File: src/include/tia_pkg.sv
/*
  constants and types for the trace identification system-register bank.
  assumes a system-register access port driven by the processor pipeline.
*/
package tia_pkg;

  // ==========================================================
  // access encoding
  localparam logic [1:0] TIA_OP0 = 2'h2;
  localparam logic [2:0] TIA_OP1 = 3'h1;
  localparam logic [3:0] TIA_CRN_ID = 4'h0;
  localparam logic [3:0] TIA_CRN_CID = 4'h3;
  localparam logic [3:0] TIA_CRM_ID0 = 4'h8;
  localparam logic [3:0] TIA_CRM_ID1 = 4'h9;
  localparam logic [3:0] TIA_CRM_CID = 4'h0;
  localparam logic [2:0] TIA_OP2_ID = 3'h7;
  localparam logic [2:0] TIA_OP2_CID0 = 3'h0;

  // ==========================================================
  // exception levels and trap answer
  localparam logic [1:0] TIA_EL0 = 2'h0;
  localparam logic [1:0] TIA_EL1 = 2'h1;
  localparam logic [1:0] TIA_EL2 = 2'h2;
  localparam logic [1:0] TIA_EL3 = 2'h3;
  localparam logic [5:0] TIA_EC_SYSREG = 6'h18;

  // ==========================================================
  // capability register one fields, comparator width limit and reset value
  localparam int TIA_DESIGNER_LSB = 24;
  localparam int TIA_RES1_LSB = 12;
  localparam int TIA_MAJ_LSB = 8;
  localparam int TIA_MIN_LSB = 4;
  localparam logic [3:0] TIA_RES1_VAL = 4'hf;
  localparam logic [3:0] TIA_ARCH_ALL_ONES = 4'hf;
  localparam int TIA_CID_MAX = 64;
  localparam logic [63:0] TIA_CID_RESET = 64'h0;

  typedef enum logic [1:0] {
    TIA_RSP_DATA,
    TIA_RSP_UNDEF,
    TIA_RSP_TRAP
  } tia_rsp_t;

endpackage : tia_pkg

File: src/core/tia_cid_store.sv
/*
  holds the context-id comparator value with masked width.
  assumes one write port and one registered read port.
*/
`timescale 1ns/100ps
module tia_cid_store
  import tia_pkg::*;
#(
  parameter int CID_WIDTH = 32
) (
  input wire logic clock,
  input wire logic rst_b,
  input wire logic wr_en,
  input wire logic [63:0] wr_data,
  output logic [63:0] rd_data
);

  typedef struct packed {
    logic [63:0] value;
  } tia_cid_state_t;

  tia_cid_state_t state;
  tia_cid_state_t next_state;

  // ==========================================================
  // width mask
  function automatic logic [63:0] cid_mask(input int w);
    cid_mask = (w >= TIA_CID_MAX) ? '1 : ((64'h1 << w) - 64'h1);
  endfunction : cid_mask

  always_comb begin
    next_state = state;
    if (!rst_b) begin
      next_state.value = TIA_CID_RESET;
    end else if (wr_en) begin
      next_state.value = wr_data & cid_mask(CID_WIDTH);
    end
  end

  always_ff @(posedge clock) begin
    state <= next_state;
  end

  assign rd_data = state.value;

endmodule : tia_cid_store

File: src/core/tia_trace_id_regs.sv
/*
  trace identification register bank behind system-register moves.
  assumes one access per request pulse; trap bits are live levels.
*/
`timescale 1ns/100ps
module tia_trace_id_regs
  import tia_pkg::*;
#(
  parameter logic [7:0] DESIGNER_CODE = 8'h5a, // arbitrary value
  parameter logic [3:0] REVISION = 4'h0,
  parameter logic [63:0] CAP_ZERO_VALUE = 64'h0,
  parameter int CID_WIDTH = 32
) (
  input wire logic CLOCK,
  input wire logic RST_B,
  input wire logic REQ,
  input wire logic WRITE,
  input wire logic [1:0] OP0,
  input wire logic [2:0] OP1,
  input wire logic [3:0] CRN,
  input wire logic [3:0] CRM,
  input wire logic [2:0] OP2,
  input wire logic [63:0] WDATA,
  input wire logic [1:0] CURRENT_EXCEPTION_LEVEL,
  input wire logic LEVEL1_TRACE_TRAP_BIT,
  input wire logic LEVEL2_TRACE_TRAP_BIT,
  input wire logic LEVEL3_TRACE_TRAP_BIT,
  input wire logic LEVEL2_ENABLED,
  input wire logic FINE_GRAINED_TRAP_ENABLE,
  input wire logic TRACE_ID_READ_TRAP_BIT,
  output logic ACK,
  output logic [63:0] RDATA,
  output logic UNDEFINED,
  output logic TRAP,
  output logic [1:0] TRAP_LEVEL,
  output logic [5:0] TRAP_CLASS
);

  typedef struct packed {
    logic ack;
    logic [63:0] rdata;
    logic undef;
    logic trap;
    logic [1:0] trap_level;
    logic [5:0] trap_class;
  } tia_state_t;

  tia_state_t state;
  tia_state_t next_state;
  logic [63:0] cid_value;
  logic cid_wr;

  // ==========================================================
  // fixed capability value
  function automatic logic [63:0] cap_one();
    logic [63:0] v;
    v = 64'h0;
    v[TIA_DESIGNER_LSB +: 8] = DESIGNER_CODE;
    v[TIA_RES1_LSB +: 4] = TIA_RES1_VAL;
    v[TIA_MAJ_LSB +: 4] = TIA_ARCH_ALL_ONES;
    v[TIA_MIN_LSB +: 4] = TIA_ARCH_ALL_ONES;
    v[3:0] = REVISION;
    return v;
  endfunction : cap_one

  // ==========================================================
  // decode
  logic hit_id0;
  logic hit_id1;
  logic hit_cid;
  logic base_hit;
  assign base_hit = (OP0 == TIA_OP0) && (OP1 == TIA_OP1);
  assign hit_id0 = base_hit && CRN == TIA_CRN_ID && CRM == TIA_CRM_ID0
    && OP2 == TIA_OP2_ID && !WRITE;
  assign hit_id1 = base_hit && CRN == TIA_CRN_ID && CRM == TIA_CRM_ID1
    && OP2 == TIA_OP2_ID && !WRITE;
  assign hit_cid = base_hit && CRN == TIA_CRN_CID && CRM == TIA_CRM_CID
    && OP2 == TIA_OP2_CID0;

  // ==========================================================
  // access checks
  tia_rsp_t rsp;
  logic [1:0] lvl;
  always_comb begin
    rsp = TIA_RSP_DATA;
    lvl = TIA_EL1;
    unique case (CURRENT_EXCEPTION_LEVEL)
      TIA_EL0: begin
        rsp = TIA_RSP_UNDEF;
      end
      TIA_EL1: begin
        if (LEVEL1_TRACE_TRAP_BIT) begin
          rsp = TIA_RSP_TRAP;
          lvl = TIA_EL1;
        end else if (LEVEL2_ENABLED && LEVEL2_TRACE_TRAP_BIT) begin
          rsp = TIA_RSP_TRAP;
          lvl = TIA_EL2;
        end else if (LEVEL2_ENABLED && FINE_GRAINED_TRAP_ENABLE
            && TRACE_ID_READ_TRAP_BIT && !WRITE && !hit_cid) begin
          rsp = TIA_RSP_TRAP;
          lvl = TIA_EL2;
        end else if (LEVEL3_TRACE_TRAP_BIT) begin
          rsp = TIA_RSP_TRAP;
          lvl = TIA_EL3;
        end
      end
      TIA_EL2: begin
        if (LEVEL2_TRACE_TRAP_BIT) begin
          rsp = TIA_RSP_TRAP;
          lvl = TIA_EL2;
        end else if (LEVEL3_TRACE_TRAP_BIT) begin
          rsp = TIA_RSP_TRAP;
          lvl = TIA_EL3;
        end
      end
      TIA_EL3: begin
        if (LEVEL3_TRACE_TRAP_BIT) begin
          rsp = TIA_RSP_TRAP;
          lvl = TIA_EL3;
        end
      end
    endcase
  end

  logic mapped;
  assign mapped = hit_id0 || hit_id1 || hit_cid;
  // only the comparator has a write path
  assign cid_wr = REQ && RST_B && hit_cid && WRITE
    && rsp == TIA_RSP_DATA;

  // ==========================================================
  // answer register
  always_comb begin
    next_state = state;
    next_state.ack = 1'b0;
    next_state.undef = 1'b0;
    next_state.trap = 1'b0;
    if (!RST_B) begin
      next_state = '0;
    end else if (REQ) begin
      next_state.ack = 1'b1;
      next_state.rdata = 64'h0;
      next_state.trap_level = TIA_EL0;
      next_state.trap_class = 6'h0;
      if (!mapped) begin
        next_state.undef = 1'b1;
      end else if (rsp == TIA_RSP_UNDEF) begin
        next_state.undef = 1'b1;
      end else if (rsp == TIA_RSP_TRAP) begin
        next_state.trap = 1'b1;
        next_state.trap_level = lvl;
        next_state.trap_class = TIA_EC_SYSREG;
      end else if (!WRITE) begin
        if (hit_id0) begin
          next_state.rdata = CAP_ZERO_VALUE;
        end else if (hit_id1) begin
          next_state.rdata = cap_one();
        end else begin
          next_state.rdata = cid_value;
        end
      end
    end
  end

  always_ff @(posedge CLOCK) begin
    state <= next_state;
  end

  tia_cid_store #(
    .CID_WIDTH(CID_WIDTH)
  ) u_cid (
    .clock(CLOCK),
    .rst_b(RST_B),
    .wr_en(cid_wr),
    .wr_data(WDATA),
    .rd_data(cid_value)
  );

  assign ACK = state.ack;
  assign RDATA = state.rdata;
  assign UNDEFINED = state.undef;
  assign TRAP = state.trap;
  assign TRAP_LEVEL = state.trap_level;
  assign TRAP_CLASS = state.trap_class;

endmodule : tia_trace_id_regs

File: config.mk
export PLATFORM = sky130hd
export DESIGN_NAME = tia_trace_id_regs
export DESIGN_NICKNAME = d
export VERILOG_FILES = /design/src/include/tia_pkg.sv /design/src/core/tia_cid_store.sv /design/src/core/tia_trace_id_regs.sv
export SDC_FILE = /design/constraint.sdc
export NUM_CORES = 1
export LEC_CHECK = 0
export BUFFER_PORTS_ARGS = -buffer_cell sky130_fd_sc_hd__buf_2
export CAP_MARGIN = 15
export CORE_MARGIN = 2
export CORE_UTILIZATION = 40
export CTS_CLUSTER_SIZE = 24
export DETAILED_ROUTE_END_ITERATION = 7
export HOLD_SLACK_MARGIN = 0.1
export PLACE_DENSITY = 0.76
export SLEW_MARGIN = 25
export SYNTH_ARGS = -nofsm -noshare
export SYNTH_HDL_FRONTEND = slang
export SYNTH_SLANG_ARGS = --single-unit
File: constraint.sdc
create_clock -name CLOCK -period 3.5 [get_ports CLOCK]
set_clock_uncertainty 0.05 [all_clocks]
set_input_delay 0.175 -clock CLOCK [delete_from_list [all_inputs] [get_ports CLOCK]]
set_output_delay 0.175 -clock CLOCK [all_outputs]
set_load 0.01 [all_outputs]
==> results by group <==
Setup path
  – Origin of the worst setup path: RST_B
  – Launch instance of the worst register-to-register path: TRAP_LEVEL[1]
  – Type of the worst setup path: primary input to register
  – R2r worst-path depth: 2
  – CP arrival: 2.14 ns
  – Nature of the critical path endpoint: register
  – Minimum setup slack among reg-to-reg paths: 2.69 ns
  – Endpoint of the worst register-to-register path: TRAP_LEVEL[1]
  – Maximum net fanout on the critical path: 64
  – Required time of the critical path: roughly 3.7 ns
  – Kind of launch point of the worst setup path: primary input

Layout
  – Number of diodes added for antenna fixing: 0
  – # nets final: 557
  – Highest-count cells in the layout ignoring fill and taps: sky130_fd_sc_hd__buf_2 (98), sky130_fd_sc_hd__dfxtp_1 (70), sky130_fd_sc_hd__nand2_1 (54)
  – Sequential standard cell area: 1400 sq um
  – Filler Cell Count: 692
  – Most common library cell in the layout ignoring fill and taps: sky130_fd_sc_hd__buf_2
  – Multi-input logic area: roughly 1300 sq um
  – Layout cell share with drive strength beyond 1: about a quarter
  – Layout overhead on the synthesized area: 31.6%

CTS
  – Number of buffers on the longest clock path: 2
  – Worst-Skew Late Latency: 0.34 ns
  – Post-cts repair resize count: 0
  – Deepest level of the CTS H-tree: 3
  – Clk slew on worst S/H paths: 0.08 ns
  – Hold_buf cts: 34
  – Post-CTS setup repair buffer count: 0
  – Num Clock Sinks: 70
  – Clock root buffer: sky130_fd_sc_hd__clkbuf_8
  – CTS tree: built
  – Num CTS Buffers: 9

Drt
  – Final antenna-violating net count: 0
  – Total via count in the routed design: 2712
  – Via count normalized by instance count: 4.77
  – Met3 layer wire length in the routed design: roughly 370 um
  – Total DRC errors in the routed layout: 0
  – Iteration-0 DRC Markers: 58
  – Final wirelength: 7070 um
  – Average routed wire per standard cell: approximately 12 um
  – Uppermost routed layer: met4
  – Detailed-routed wire length on met2: roughly 3500 um
  – Number of iterations in the first detailed-routing pass: 4
  – Routed length on met1: 3010 um

Floorplanning
  – Width of the chip: 89.8 um
  – Total Die Area: just over 8000 sq um
  – Vertical extent of the die: 89.8 um
  – Core Footprint: 7180 sq um
  – Number of placement rows: 31
  – Initial standard-cell utilization of the core: 41.0%
  – Top-Level Pins: 167

Synth
  – Fraction of registers with async set/reset: 0%
  – Number of synthesis warnings: 0
  – Synth Register Bits: 70
  – Mapped Cells: 342
  – Fraction of the yosys area taken by sequential cells: 47.6%
  – Total standard cell area after synthesis: 2950 sq um
  – Average cell area after synthesis: 8.61 sq um
  – Synth cell types: 33
  – Number of enable flip-flop cells after synthesis: 0
  – Leading register cell type out of synthesis: sky130_fd_sc_hd__dfxtp_1

STA
  – Fin. Hold Viols: 0
  – Maximum frequency from static timing analysis: around 500 MHz
  – Minimum clock period after layout: between 1.5 and 2 ns
  – Final total negative setup slack: 0 ns
  – Unrepaired setup endpoints after global routing: no
  – Final Max Tran Viols: 0
  – Setup Viol. Count Final: 0
  – Worst Hold Slack: 0.130 ns
  – Max-slew headroom at the worst pin: 56.2%
  – Portion of the clock cycle consumed by the worst path in the final layout: 56.9%
  – Actual transition at the worst max-transition pin: 0.657 ns
  – Setup ws final: 1.51 ns

Pwr
  – Peak ir drop on the vdd network: approximately 180 uV
  – Power density over the cells: 409 nW/um^2
  – Static power due to leakage: 0.00170 uW
  – Total power after layout: 1580 uW

Place
  – Number of port buffers: 98
  – Worst Setup Slack post-DPL: about 1.3 ns
  – Detailed placement HPWL: 4630 um
  – Placer's final routability congestion estimate: 0.889

Flow run
  – Number of violations of the max-capacitance limit: 0

Global route
  – Pin count of the biggest net entering global routing: 67
  – Antenna violations before repair: 0
  – All-Layer GR Usage: 17.8%
  – Vias in the first global route: 2448
  – First-pass GRT wire length: between 10000 and 15000 um
  – Total congestion overflow after global routing: 0

Worst hold path
  – Hold-critical path endpoint: TRAP
  – Number of cells traversed by the worst hold path: 3
  – Worst min-delay path category: primary input to register
  – Hold Startpoint: REQ

Outcome
  – Result of the run: finished clean
-- where the power goes --
| group | internal (uW) | switching, uW | leakage, uW | total, uW |
|---|---|---|---|---|
| registers | 797 | 0.222 | 0.000564 | 797 |
| logic | 58.3 | 65.6 | 0.00104 | 124 |
| clock network | 339 | 325 | 0.000101 | 664 |
-- synth_stat cells, types with 2 or more instances --
master	instances	area, sq um
sky130_fd_sc_hd__nor3_1	5	25.0
sky130_fd_sc_hd__nand2_1	54	203
sky130_fd_sc_hd__o21ai_1	28	140
sky130_fd_sc_hd__a22o_1	17	149
sky130_fd_sc_hd__nand3_1	33	165
sky130_fd_sc_hd__a21oi_1	17	85.1
sky130_fd_sc_hd__and3_1	2	12.5
sky130_fd_sc_hd__nor2_1	4	15.0
sky130_fd_sc_hd__clkbuf_1	15	56.3
sky130_fd_sc_hd__and4b_1	3	30.0
sky130_fd_sc_hd__nor2b_1	5	31.3
sky130_fd_sc_hd__nor4_1	2	12.5
sky130_fd_sc_hd__o21ai_0	26	130
sky130_fd_sc_hd__buf_4	40	300
sky130_fd_sc_hd__buf_6	3	33.8
sky130_fd_sc_hd__dfxtp_1	70	1400
sky130_fd_sc_hd__nor3b_1	2	15.0
-- worst max-delay path by stage --
| stage | to | slack (ns) | cells after the start |
|---|---|---|---|
| 2_1_floorplan | u_cid.rd_data[0] | 1.74 | 5 |
| 3_3_place_gp | u_cid.rd_data[12] | 1.29 | 7 |
| 3_5_place_dp | u_cid.rd_data[27] | 1.26 | 7 |
| 4_1_cts | u_cid.rd_data[27] | 1.51 | 9 |
| 5_1_grt | u_cid.rd_data[27] | 1.33 | 9 |
| 6_report | u_cid.rd_data[30] | 1.51 | 8 |
-- kinds of logic after synthesis --
| logic type | synth area share [%] |
|---|---|
| compound gates | 18.6 |
| buf+inv | 13.7 |
| flops | 47.6 |
| other cells | 0.127 |
| simple gates | 20.0 |
-- state kept, by name, summed over array words and instances, names as in the netlist --
register and cells:
RDATA 32, ACK 1, u_cid.rd_data 32, TRAP_CLASS 1, TRAP 1, UNDEFINED 1, TRAP_LEVEL 2
-- worst max-delay path, cell delays in order --
cell	delay, ns
sky130_fd_sc_hd__dlygate4sd3_1	0.52
sky130_fd_sc_hd__buf_2	0.10
sky130_fd_sc_hd__nand2_1	0.07
sky130_fd_sc_hd__inv_1	0.12
sky130_fd_sc_hd__o2111ai_1	0.18
sky130_fd_sc_hd__nor4b_4	0.23
sky130_fd_sc_hd__buf_4	0.54
sky130_fd_sc_hd__o21ai_0	0.20
-- final cells by class --
cell class              count  area share, %
well taps                  99           3.20
flip-flops and latches     70           36.2
clock inverters             7           2.10
inverters                   1         0.0968
clock buffers               9           3.20
repair buffers            137           22.4
multi-input cells         246           32.9
-- metrics by stage --
stage / cell area [sq um] / util, % / instances
4_1_cts: 3880 / 54.0 / 569
2_1_floorplan: 3080 / - / 377
6_report: 3880 / 54.0 / 569
3_3_place_gp: 3330 / 46.4 / 519
5_1_grt: 3880 / 54.0 / 569
3_5_place_dp: 3330 / 46.4 / 519
-- per-layer routing --
metal,global-route usage (%),up-vias
met5,0,-
met4,8.72,0
met3,3.35,15
met2,30.2,92
met1,21.8,1232
li1,-,1373
Power figures use the tool's default switching activity.
